--- config.mk ---
export PLATFORM = sky130hd
export DESIGN_NAME = acs_top
export DESIGN_NICKNAME = d
export VERILOG_FILES = /design/src/verilog/acs_pkg.sv /design/src/verilog/acs_sar.sv /design/src/verilog/acs_top.sv
export VERILOG_INCLUDE_DIRS = /design/src /design/src/verilog
export SDC_FILE = /design/constraint.sdc
export NUM_CORES = 1
export LEC_CHECK = 0
export BUFFER_PORTS_ARGS = -buffer_cell sky130_fd_sc_hd__buf_2
export CORE_ASPECT_RATIO = 1.2
export CORE_MARGIN = 4
export CORE_UTILIZATION = 48
export DETAILED_ROUTE_END_ITERATION = 10
export GPL_ROUTABILITY_DRIVEN = 1
export PLACE_DENSITY = 0.71
export SLEW_MARGIN = 20
export SYNTH_ARGS = -nofsm -noshare
export SYNTH_HDL_FRONTEND = slang
export SYNTH_SLANG_ARGS = --single-unit
--- constraint.sdc ---
create_clock -name clk_in -period 6.2 [get_ports clk_in]
set_input_delay 1.24 -clock clk_in [delete_from_list [all_inputs] [get_ports clk_in]]
set_output_delay 1.24 -clock clk_in [all_outputs]
set_load 0.02 [all_outputs]
--- src/verilog/acs_params.svh ---
`ifndef ACS_PARAMS_SVH
`define ACS_PARAMS_SVH

// Register indices; byte address is four times the index
`define ACS_IDX_PIN_SEL 6'h05
`define ACS_IDX_CTL 6'h06
`define ACS_IDX_CAL 6'h07
`define ACS_IDX_RES_HI 6'h08
`define ACS_IDX_RES_LO 6'h09
`define ACS_IDX_EVENT 6'h0A

// Converter control fields
`define ACS_CTL_REF_SEL 7
`define ACS_CTL_RATE_HI 6
`define ACS_CTL_RATE_LO 5
`define ACS_CTL_RUN 4
`define ACS_CTL_PWR 3
`define ACS_CTL_CH_HI 2
`define ACS_CTL_CH_LO 0

// Offset calibration fields
`define ACS_CAL_EN 7
`define ACS_CAL_SIGN 6
`define ACS_CAL_MAG_HI 5
`define ACS_CAL_MAG_LO 3

// Event register fields
`define ACS_EVT_DONE 0
`define ACS_EVT_IRQ_EN 1
`define ACS_EVT_WAKE_EN 2
`define ACS_EVT_GIE 3

// Reset values
`define ACS_RST_BYTE 8'h00
`define ACS_RST_CAL 5'h00
`define ACS_RST_RESULT 10'h000

// Conversion clock divide limits (divide ratio minus one)
`define ACS_DIV4_LIM 4'h3
`define ACS_DIV1_LIM 4'h0
`define ACS_DIV16_LIM 4'hF
`define ACS_DIV2_LIM 4'h1

// Sampling length in converter clock periods
`define ACS_SAMPLE_TICKS 3'h4

// Bus responses
`define ACS_RESP_OKAY 2'h0
`define ACS_RESP_SLVERR 2'h2

`endif

--- src/verilog/acs_pkg.sv ---
package acs_pkg;
   typedef enum logic [1:0] {
      ACS_IDLE = 2'b00,
      ACS_SAMPLE = 2'b01,
      ACS_CONVERT = 2'b10
   } acs_sar_state_t;

   typedef enum logic [1:0] {
      ACS_RATE_DIV4 = 2'b00,
      ACS_RATE_DIV1 = 2'b01,
      ACS_RATE_DIV16 = 2'b10,
      ACS_RATE_DIV2 = 2'b11
   } acs_rate_t;
endpackage

--- src/verilog/acs_sar.sv ---
`include "acs_params.svh"

module acs_sar #(
   parameter int RES_W = 10
) (
   input wire logic clk_in,
   input wire logic rst_in,
   input wire logic ce_in,
   input wire logic start_in,
   input wire logic tick_in,
   input wire logic comp_in,
   output acs_pkg::acs_sar_state_t state_out,
   output logic busy_out,
   output logic done_out,
   output logic sample_out,
   output logic [RES_W-1:0] dac_code_out,
   output logic [RES_W-1:0] result_out
);
   import acs_pkg::*;

   acs_sar_state_t state_q, state_d;
   logic [2:0] samp_q, samp_d;
   logic [RES_W-1:0] code_q, code_d;
   logic [RES_W-1:0] trial_q, trial_d;
   logic done_d;

   // Keep or drop the trial bit, then move to the next lower one
   wire [RES_W-1:0] kept = comp_in ? code_q : (code_q & ~trial_q);
   wire [RES_W-1:0] top_bit = {1'b1, {(RES_W-1){1'b0}}};
   wire last_bit = trial_q[0];

   // Sample, then one decision per converter clock from the top bit
   always_comb begin
      state_d = state_q;
      samp_d = samp_q;
      code_d = code_q;
      trial_d = trial_q;
      done_d = 1'b0;
      unique case (state_q)
         ACS_IDLE: begin
            if (start_in) begin
               state_d = ACS_SAMPLE;
               samp_d = 3'h0;
            end
         end
         ACS_SAMPLE: begin
            if (tick_in) begin
               samp_d = samp_q + 3'h1;
               if (samp_q == `ACS_SAMPLE_TICKS - 3'h1) begin
                  state_d = ACS_CONVERT;
                  code_d = top_bit;
                  trial_d = top_bit;
               end
            end
         end
         ACS_CONVERT: begin
            if (tick_in) begin
               trial_d = trial_q >> 1;
               code_d = kept | (trial_q >> 1);
               if (last_bit) begin
                  code_d = kept;
                  state_d = ACS_IDLE;
                  done_d = 1'b1;
               end
            end
         end
         default: state_d = ACS_IDLE;
      endcase
   end

   // State and outputs, all frozen while the clock enable is low
   always_ff @(posedge clk_in or posedge rst_in) begin
      if (rst_in) begin
         state_q <= ACS_IDLE;
         samp_q <= 3'h0;
         code_q <= '0;
         trial_q <= '0;
         done_out <= 1'b0;
         result_out <= '0;
      end else if (ce_in) begin
         state_q <= state_d;
         samp_q <= samp_d;
         code_q <= code_d;
         trial_q <= trial_d;
         done_out <= done_d;
         if (done_d) begin
            result_out <= code_d;
         end
      end
   end

   assign state_out = state_q;
   assign busy_out = (state_q != ACS_IDLE);
   assign sample_out = (state_q == ACS_SAMPLE);
   assign dac_code_out = code_q;
endmodule

--- src/verilog/acs_top.sv ---
// Summary of operation
// - Each pin select bit set makes its pin analog; clear leaves digital I/O.
// - Shared pin zero: interrupt function first, analog next, digital I/O last.
// - Reference select 0 uses supply and port pin; 1 uses reference pin.
// - Rate code 00 divides by 4, 01 by 1, 10 by 16, 11 by 2.
// - Writing 1 to run starts; only completion clears it; writing 0 ignored.
// - Power bit 0 switches the converter off; 1 makes the converter operate.
// - Three-bit channel field routes channel N, zero to seven, to the converter.
// - Offset correction applies only while calibration enable is 1.
// - Offset polarity 0 subtracts, 1 adds the correction.
// - Offset magnitude field gives the correction in LSBs, zero to seven.
// - Low three bits of offset calibration always read as zero.
// - Completion loads both result registers, clears run, sets done flag.
// - Ten-bit result by successive approximation, one bit per step, MSB first.
// - Each bit decision takes one converter clock period from the divider.
// - Completion in sleep wakes if enabled, otherwise converter shuts off.
//
// Our own choice: the AXI4-Lite slave port.
`include "acs_params.svh"

module acs_top #(
   parameter int RES_W = 10
) (
   input wire logic clk_in,
   input wire logic rst_in,
   input wire logic ce_in,
   input wire logic [7:0] s_axi_awaddr_in,
   input wire logic s_axi_awvalid_in,
   output logic s_axi_awready_out,
   input wire logic [31:0] s_axi_wdata_in,
   input wire logic [3:0] s_axi_wstrb_in,
   input wire logic s_axi_wvalid_in,
   output logic s_axi_wready_out,
   output logic [1:0] s_axi_bresp_out,
   output logic s_axi_bvalid_out,
   input wire logic s_axi_bready_in,
   input wire logic [7:0] s_axi_araddr_in,
   input wire logic s_axi_arvalid_in,
   output logic s_axi_arready_out,
   output logic [31:0] s_axi_rdata_out,
   output logic [1:0] s_axi_rresp_out,
   output logic s_axi_rvalid_out,
   input wire logic s_axi_rready_in,
   input wire logic comp_in,
   input wire logic ext_int_enable_in,
   input wire logic sleep_in,
   output logic [7:0] pin_analog_enable_out,
   output logic pin0_interrupt_out,
   output logic pin0_analog_out,
   output logic pin0_digital_out,
   output logic reference_source_select_out,
   output logic ref_pin_is_port_out,
   output logic converter_power_on_out,
   output logic [2:0] channel_select_out,
   output logic sample_out,
   output logic [RES_W-1:0] dac_code_out,
   output logic conversion_irq_out,
   output logic conversion_wake_out
);
   import acs_pkg::*;

   // Divide limit for each conversion clock rate code
   function automatic logic [3:0] div_limit(input logic [1:0] code);
      logic [3:0] lim;
      unique case (code)
         ACS_RATE_DIV4: lim = `ACS_DIV4_LIM;
         ACS_RATE_DIV1: lim = `ACS_DIV1_LIM;
         ACS_RATE_DIV16: lim = `ACS_DIV16_LIM;
         ACS_RATE_DIV2: lim = `ACS_DIV2_LIM;
      endcase
      return lim;
   endfunction

   // Signed offset correction with saturation at both ends of the range
   function automatic logic [RES_W-1:0] apply_offset(
      input logic [RES_W-1:0] raw, input logic en, input logic pos,
      input logic [2:0] mag);
      logic [RES_W:0] sum;
      logic [RES_W-1:0] res;
      sum = '0;
      res = raw;
      if (en) begin
         if (pos) begin
            sum = {1'b0, raw} + {{(RES_W-2){1'b0}}, mag};
            res = sum[RES_W] ? '1 : sum[RES_W-1:0];
         end else begin
            sum = {1'b0, raw} - {{(RES_W-2){1'b0}}, mag};
            res = sum[RES_W] ? '0 : sum[RES_W-1:0];
         end
      end
      return res;
   endfunction

   // Bus holding registers
   logic aw_rdy_q, w_rdy_q, aw_full_q, w_full_q, w_lane_q;
   logic bvalid_q, ar_rdy_q, rvalid_q;
   logic [7:0] aw_addr_q, w_data_q;
   logic [1:0] bresp_q, rresp_q;
   logic [31:0] rdata_q;

   // Software registers, converter clock divider and sleep state
   logic [7:0] pin_sel_q;
   logic ref_sel_q, pwr_q, run_q, run_d, done_flag_q, done_flag_d;
   logic irq_en_q, wake_en_q, gie_q, tick_q, shutdown_q;
   logic [1:0] rate_q;
   logic [2:0] chan_q;
   logic [3:0] div_cnt_q;
   logic [4:0] cal_q;
   logic [RES_W-1:0] result_q;

   // Registered pin outputs
   logic [7:0] pin_en_q;
   logic [2:0] chan_out_q;
   logic p0_int_q, p0_ana_q, p0_dig_q, ref_out_q, ref_port_q, pwr_out_q;
   logic irq_q, wake_q;

   // Converter engine
   logic sar_busy, sar_done, start_go;
   logic [RES_W-1:0] sar_result;

   acs_sar #(
      .RES_W(RES_W)
   ) u_sar (
      .clk_in(clk_in),
      .rst_in(rst_in),
      .ce_in(ce_in),
      .start_in(start_go),
      .tick_in(tick_q),
      .comp_in(comp_in),
      .state_out(),
      .busy_out(sar_busy),
      .done_out(sar_done),
      .sample_out(sample_out),
      .dac_code_out(dac_code_out),
      .result_out(sar_result)
   );

   // Write decode
   wire [5:0] aw_idx = aw_addr_q[7:2];
   wire wr_go = aw_full_q & w_full_q & ~bvalid_q;
   wire wr_ok = wr_go & w_lane_q;
   wire wr_pin = wr_ok & (aw_idx == `ACS_IDX_PIN_SEL);
   wire wr_ctl = wr_ok & (aw_idx == `ACS_IDX_CTL);
   wire wr_cal = wr_ok & (aw_idx == `ACS_IDX_CAL);
   wire wr_evt = wr_ok & (aw_idx == `ACS_IDX_EVENT);
   wire aw_mapped = (aw_idx >= `ACS_IDX_PIN_SEL) &&
      (aw_idx <= `ACS_IDX_EVENT);

   // Start takes a written 1; written 0 leaves the run bit alone
   wire start_req = wr_ctl & w_data_q[`ACS_CTL_RUN];
   assign start_go = start_req & (~sar_busy | sar_done);

   // Read decode and data selection
   wire [5:0] ar_idx = s_axi_araddr_in[7:2];
   wire ar_take = s_axi_arvalid_in & ar_rdy_q;
   wire ar_mapped = (ar_idx >= `ACS_IDX_PIN_SEL) &&
      (ar_idx <= `ACS_IDX_EVENT);
   wire [7:0] ctl_val = {ref_sel_q, rate_q, run_q, pwr_q, chan_q};
   wire [7:0] cal_val = {cal_q, 3'b000};
   wire [7:0] evt_val = {4'h0, gie_q, wake_en_q, irq_en_q, done_flag_q};
   wire [7:0] rd_val =
      (ar_idx == `ACS_IDX_PIN_SEL) ? pin_sel_q :
      (ar_idx == `ACS_IDX_CTL) ? ctl_val :
      (ar_idx == `ACS_IDX_CAL) ? cal_val :
      (ar_idx == `ACS_IDX_RES_HI) ? result_q[RES_W-1:RES_W-8] :
      (ar_idx == `ACS_IDX_RES_LO) ? {6'h00, result_q[1:0]} :
      (ar_idx == `ACS_IDX_EVENT) ? evt_val : `ACS_RST_BYTE;

   // Corrected result from the engine
   wire [RES_W-1:0] corrected = apply_offset(sar_result,
      cal_q[4], cal_q[3], cal_q[2:0]);

   // Run and done flag next values; a set beats a same-cycle clear
   always_comb begin
      run_d = run_q;
      if (sar_done) begin
         run_d = 1'b0;
      end
      if (start_go) begin
         run_d = 1'b1;
      end
      done_flag_d = done_flag_q;
      if (wr_evt && w_data_q[`ACS_EVT_DONE]) begin
         done_flag_d = 1'b0;
      end
      if (sar_done) begin
         done_flag_d = 1'b1;
      end
   end

   // Write address and data channels, taken in either order
   always_ff @(posedge clk_in or posedge rst_in) begin
      if (rst_in) begin
         aw_rdy_q <= 1'b1;
         w_rdy_q <= 1'b1;
         aw_full_q <= 1'b0;
         w_full_q <= 1'b0;
         aw_addr_q <= 8'h00;
         w_data_q <= 8'h00;
         w_lane_q <= 1'b0;
         bvalid_q <= 1'b0;
         bresp_q <= `ACS_RESP_OKAY;
      end else if (ce_in) begin
         if (s_axi_awvalid_in && aw_rdy_q) begin
            aw_addr_q <= s_axi_awaddr_in;
            aw_full_q <= 1'b1;
            aw_rdy_q <= 1'b0;
         end
         if (s_axi_wvalid_in && w_rdy_q) begin
            w_data_q <= s_axi_wdata_in[7:0];
            w_lane_q <= s_axi_wstrb_in[0];
            w_full_q <= 1'b1;
            w_rdy_q <= 1'b0;
         end
         if (wr_go) begin
            bvalid_q <= 1'b1;
            bresp_q <= aw_mapped ? `ACS_RESP_OKAY : `ACS_RESP_SLVERR;
            aw_full_q <= 1'b0;
            w_full_q <= 1'b0;
         end
         if (bvalid_q && s_axi_bready_in) begin
            bvalid_q <= 1'b0;
            aw_rdy_q <= 1'b1;
            w_rdy_q <= 1'b1;
         end
      end
   end

   // Read channel, one read in flight
   always_ff @(posedge clk_in or posedge rst_in) begin
      if (rst_in) begin
         ar_rdy_q <= 1'b1;
         rvalid_q <= 1'b0;
         rdata_q <= 32'h0000_0000;
         rresp_q <= `ACS_RESP_OKAY;
      end else if (ce_in) begin
         if (ar_take) begin
            ar_rdy_q <= 1'b0;
            rvalid_q <= 1'b1;
            rdata_q <= {24'h00_0000, rd_val};
            rresp_q <= ar_mapped ? `ACS_RESP_OKAY : `ACS_RESP_SLVERR;
         end else if (rvalid_q && s_axi_rready_in) begin
            rvalid_q <= 1'b0;
            ar_rdy_q <= 1'b1;
         end
      end
   end

   // Configuration registers
   always_ff @(posedge clk_in or posedge rst_in) begin
      if (rst_in) begin
         pin_sel_q <= `ACS_RST_BYTE;
         ref_sel_q <= 1'b0;
         rate_q <= 2'b00;
         pwr_q <= 1'b0;
         chan_q <= 3'b000;
         cal_q <= `ACS_RST_CAL;
         irq_en_q <= 1'b0;
         wake_en_q <= 1'b0;
         gie_q <= 1'b0;
      end else if (ce_in) begin
         if (wr_pin) begin
            pin_sel_q <= w_data_q;
         end
         if (wr_ctl) begin
            ref_sel_q <= w_data_q[`ACS_CTL_REF_SEL];
            rate_q <= w_data_q[`ACS_CTL_RATE_HI:`ACS_CTL_RATE_LO];
            pwr_q <= w_data_q[`ACS_CTL_PWR];
            chan_q <= w_data_q[`ACS_CTL_CH_HI:`ACS_CTL_CH_LO];
         end
         if (wr_cal) begin
            cal_q <= w_data_q[`ACS_CAL_EN:`ACS_CAL_MAG_LO];
         end
         if (wr_evt) begin
            irq_en_q <= w_data_q[`ACS_EVT_IRQ_EN];
            wake_en_q <= w_data_q[`ACS_EVT_WAKE_EN];
            gie_q <= w_data_q[`ACS_EVT_GIE];
         end
      end
   end

   // Run bit, done flag and result registers
   always_ff @(posedge clk_in or posedge rst_in) begin
      if (rst_in) begin
         run_q <= 1'b0;
         done_flag_q <= 1'b0;
         result_q <= `ACS_RST_RESULT;
      end else if (ce_in) begin
         run_q <= run_d;
         done_flag_q <= done_flag_d;
         if (sar_done) begin
            result_q <= corrected;
         end
      end
   end

   // Converter clock: one tick per bit period at the selected rate
   wire div_hit = (div_cnt_q == div_limit(rate_q));
   always_ff @(posedge clk_in or posedge rst_in) begin
      if (rst_in) begin
         div_cnt_q <= 4'h0;
         tick_q <= 1'b0;
      end else if (ce_in) begin
         tick_q <= sar_busy & div_hit;
         div_cnt_q <= (sar_busy & ~div_hit) ? div_cnt_q + 4'h1 : 4'h0;
      end
   end

   // Sleep handling: wake on completion, or shut the converter off
   always_ff @(posedge clk_in or posedge rst_in) begin
      if (rst_in) begin
         shutdown_q <= 1'b0;
         wake_q <= 1'b0;
      end else if (ce_in) begin
         wake_q <= sar_done & sleep_in & wake_en_q;
         shutdown_q <= sleep_in & (shutdown_q | (sar_done & ~wake_en_q));
      end
   end

   // Pin function and converter steering outputs
   always_ff @(posedge clk_in or posedge rst_in) begin
      if (rst_in) begin
         pin_en_q <= 8'h00;
         p0_int_q <= 1'b0;
         p0_ana_q <= 1'b0;
         p0_dig_q <= 1'b1;
         ref_out_q <= 1'b0;
         ref_port_q <= 1'b1;
         pwr_out_q <= 1'b0;
         chan_out_q <= 3'b000;
         irq_q <= 1'b0;
      end else if (ce_in) begin
         pin_en_q <= pin_sel_q;
         p0_int_q <= ext_int_enable_in;
         p0_ana_q <= ~ext_int_enable_in & pin_sel_q[0];
         p0_dig_q <= ~ext_int_enable_in & ~pin_sel_q[0];
         ref_out_q <= ref_sel_q;
         ref_port_q <= ~ref_sel_q;
         pwr_out_q <= pwr_q & ~shutdown_q;
         chan_out_q <= chan_q;
         irq_q <= done_flag_q & irq_en_q & gie_q;
      end
   end

   assign s_axi_awready_out = aw_rdy_q;
   assign s_axi_wready_out = w_rdy_q;
   assign s_axi_bvalid_out = bvalid_q;
   assign s_axi_bresp_out = bresp_q;
   assign s_axi_arready_out = ar_rdy_q;
   assign s_axi_rvalid_out = rvalid_q;
   assign s_axi_rdata_out = rdata_q;
   assign s_axi_rresp_out = rresp_q;
   assign pin_analog_enable_out = pin_en_q;
   assign pin0_interrupt_out = p0_int_q;
   assign pin0_analog_out = p0_ana_q;
   assign pin0_digital_out = p0_dig_q;
   assign reference_source_select_out = ref_out_q;
   assign ref_pin_is_port_out = ref_port_q;
   assign converter_power_on_out = pwr_out_q;
   assign channel_select_out = chan_out_q;
   assign conversion_irq_out = irq_q;
   assign conversion_wake_out = wake_q;
endmodule

==> impl_metrics.json <==
{
  "drtIter0Drc": 294,
  "postSynth.asyncResetShare": 1.00,
  "power.share.clock": 0.403,
  "r2r_start": "cal_q[2]",
  "hp-class": "flip-flop to flip-flop",
  "drv_cap": 0,
  "gp_congestion": 0.895,
  "fmax_mhz": 355,
  "multi_input_area_mm2": 0.00305,
  "grt_pass1_vias": 5046,
  "ir_drop_mv": 0.209,
  "cts-buffers-inserted": 17,
  "ctsResizeCount": 0,
  "setup.worst_path.end_class": "flip-flop",
  "die_height_um": 137,
  "crit_path_max_fanout": 30,
  "ys_seq_elements": 128,
  "die_x_um": 115,
  "synth.distinct_cells": 63,
  "ys_seq_area_frac": 0.485,
  "yosysMostFrequentCell": "dfrtp_1",
  "synth_area_leaders": "dfrtp_1 (46%), mux2_2 (8.2%), nand2_1 (5.6%)",
  "clock_latency_ns": 0.42,
  "maxSlewViolCount": 0,
  "arrival_ns": 3.12,
  "synth_area_mm2": 0.00662,
  "worstMarginPinSlew_ns": 0.876,
  "netlist_instances": 672,
  "ys.flop_type": "dfrtp_1",
  "ant_nets": 0,
  "rsz0062_at_grt": "false",
  "first_pass_iters": 5,
  "setup.worst_path.class": "input port to flip-flop",
  "worstPathRequired_ns": 6.50,
  "switching_share": 0.285,
  "via_per_inst": 5.64,
  "total_power_uw": 2420,
  "fin_setup_tns_ns": 0,
  "antenna_found_initial": 0,
  "dp.final_hpwl_mm": 11.4,
  "n_antenna_cell": 0,
  "clock_skew_ns": 0.00823,
  "power_frac_seq": 0.451,
  "cts_tree": "yes",
  "synth_edf_count": 0,
  "synthTopCellsByCount": "dfrtp_1 (123), nand2_1 (98), o21ai_0 (71), mux2_2 (48), inv_1 (31)",
  "routed_wl_mm": 15.7,
  "cp-start-kind": "input port",
  "period_minus_slack_ns": 2.82,
  "ioPinCount": 134,
  "yosys_warnings": 0,
  "syn_avg_cell_area_um2": 9.85,
  "setup_viol": 0,
  "h-tree-depth": 4,
  "r2r_setup_slack_ns": 3.66,
  "syn_to_final_growth_pct": 14.5,
  "cts_sinks": 128,
  "fin_util": 0.568,
  "dieArea_mm2": 0.0157,
  "r2r_end": "result_q[9]",
  "portBuffers": 76,
  "p_int_uw": 1730,
  "slew_headroom": 0.416,
  "ff_latch_area_mm2": 0.00321,
  "grt_pass1_wl_mm": 25.6,
  "period_share": 0.455,
  "grt_usage": 0.207,
  "postCtsHoldBufs": 0,
  "critPathLaunch": "ce_in",
  "drive_above_1_share": 0.231,
  "crit_end": "pin_sel_q[5]",
  "clkTransAtPathRegs_ns": 0.06,
  "cts_max_path_buffers": 2,
  "remaining_drc_errors": 0,
  "nNetsFinal": 814,
  "post_cts_buffers": 0,
  "start_util": 0.496,
  "post_drt_wl_per_cell_um": 17.2,
  "grt_max_degree": 73,
  "power_density_mw_per_mm2": 320,
  "p_comb_frac": 0.146,
  "gr-total-overflow": 0,
  "core_mm2": 0.0134,
  "vias": 5180,
  "outcome": "complete, no violations",
  "synth_area_leader_cell": "dfrtp_1",
  "placement_rows": 46,
  "root_buffer": "clkbuf_16",
  "nFillCells": 1191,
  "hold_violations": 0,
  "synth_top_area_frac": 0.465,
  "r2r_cells": 7,
  "p_leak_uw": 0.00353,
  "switchingPower_uw": 691
}
## cells by family (layout without fill, tap and decap cells)
group | count (synthesis) | after routing | share of synthesized area
DFF | 128 | 128 | 0.485
adders and majority gates | 14 | 14 | 0.0287
and+or+nand+nor | 210 | 210 | 0.162
xor gates and xnor gates | 6 | 6 | 0.00794
buffers and inverters | 90 | 143 | 0.0684
AOI/OAI and AO/OA | 167 | 167 | 0.154
other | 1 | 26 | 0.000566
muxes | 56 | 56 | 0.0937
## state kept, by name (all words and copies together), names as in the netlist, 2 cells and up
signal	cells
u_sar.state_out	2
pin_analog_enable_out	8
w_data_q	8
u_sar.result_out	10
u_sar.trial_q	10
channel_select_out	3
s_axi_rdata_out	8
aw_addr_q	6
pin_sel_q	8
cal_q	5
div_cnt_q	4
chan_q	3
u_sar.dac_code_out	10
result_q	10
u_sar.samp_q	3
rate_q	2
## worst max-delay path: stages
cell and delay [ns]:
buf_2 0.45, nand4b_4 0.22, nor4_4 0.42, nand3_2 0.14, nor2_4 0.25, mux2_2 0.38
## per-layer routing
layer / track usage / part of all wire / vias up
li1: - / - / 2458
met1: 0.261 / 0.42 / 2510
met5: 0 / 0 / -
met2: 0.341 / 0.50 / 168
met4: 0.0802 / 0.027 / 0
met3: 0.0522 / 0.054 / 44
## power groups by stage
stage               Clock (µW)  Combinational (µW)  Sequential (µW)
detailed placement           0                 357             1100
finish                     976                 354             1090
global route              1040                 391             1110
global placement             0                 341             1090
CTS                        992                 358             1090
floorplan                    0                 243             1090
## area by class of cell
class,instances,share of cell area
multi-input cells,479,0.403
flip-flops and latches,128,0.423
clock buffers,23,0.0630
clock inverters,9,0.0140
well taps,168,0.0277
inverters,32,0.0162
repair buffers,79,0.0531
## worst min path at each step
| stage | start | end | cells after the start |
|---|---|---|---|
| 3_3_place_gp | s_axi_awready_out | s_axi_awready_out | 2 |
| 3_5_place_dp | s_axi_wready_out | s_axi_wready_out | 2 |
| 4_1_cts | s_axi_wready_out | s_axi_wready_out | 2 |
| 5_1_grt | s_axi_awready_out | s_axi_awready_out | 2 |
| 6_report | s_axi_rdata_out[0] | s_axi_rdata_out[0] | 2 |
| 2_1_floorplan | ref_sel_q | ref_pin_is_port_out | 1 |
## cells in the final DEF, fill, tap and decap left out, types with 3 or more instances in the layout
cell	synthesis	routed
nand2_1	98	98
xnor2_1	6	6
dfstp_2	5	5
nand2b_1	9	9
clkbuf_16	0	17
a21boi_0	3	3
o211ai_1	3	3
nor3_1	11	11
clkbuf_8	0	3
o21ai_0	71	71
nand3b_1	6	6
inv_1	31	30
nand4_1	4	4
o2bb2ai_1	3	3
a21oi_1	29	29
clkinv_2	0	4
nand3_1	13	13
mux2_2	48	48
ha_1	12	12
dfrtp_1	123	123
mux2i_1	8	8
a211oi_1	4	4
nor2b_1	11	11
a31oi_1	9	9
and2_1	4	4
nor4_1	5	5
o22ai_1	7	7
a22oi_1	13	13
or3_1	7	7
a32oi_1	3	3
buf_2	14	76
clkbuf_1	18	3
conb_1	1	26
nor2_1	26	26
## through the flow
| stage | hold WS, ns | std cells | instance area, µm² | worst slack, ns |
|---|---|---|---|---|
| 6_report | 0.473 | 918 | 7580 | 3.38 |
| 2_1_floorplan | 0.424 | 697 | 6710 | 1.56 |
| 5_1_grt | 0.497 | 918 | 7580 | 3.19 |
| 3_3_place_gp | 0.454 | 885 | 6990 | 3.00 |
| 4_1_cts | 0.476 | 917 | 7570 | 3.37 |
| 3_5_place_dp | 0.467 | 885 | 6990 | 2.93 |
No activity file was read; power rests on OpenSTA's default activity.
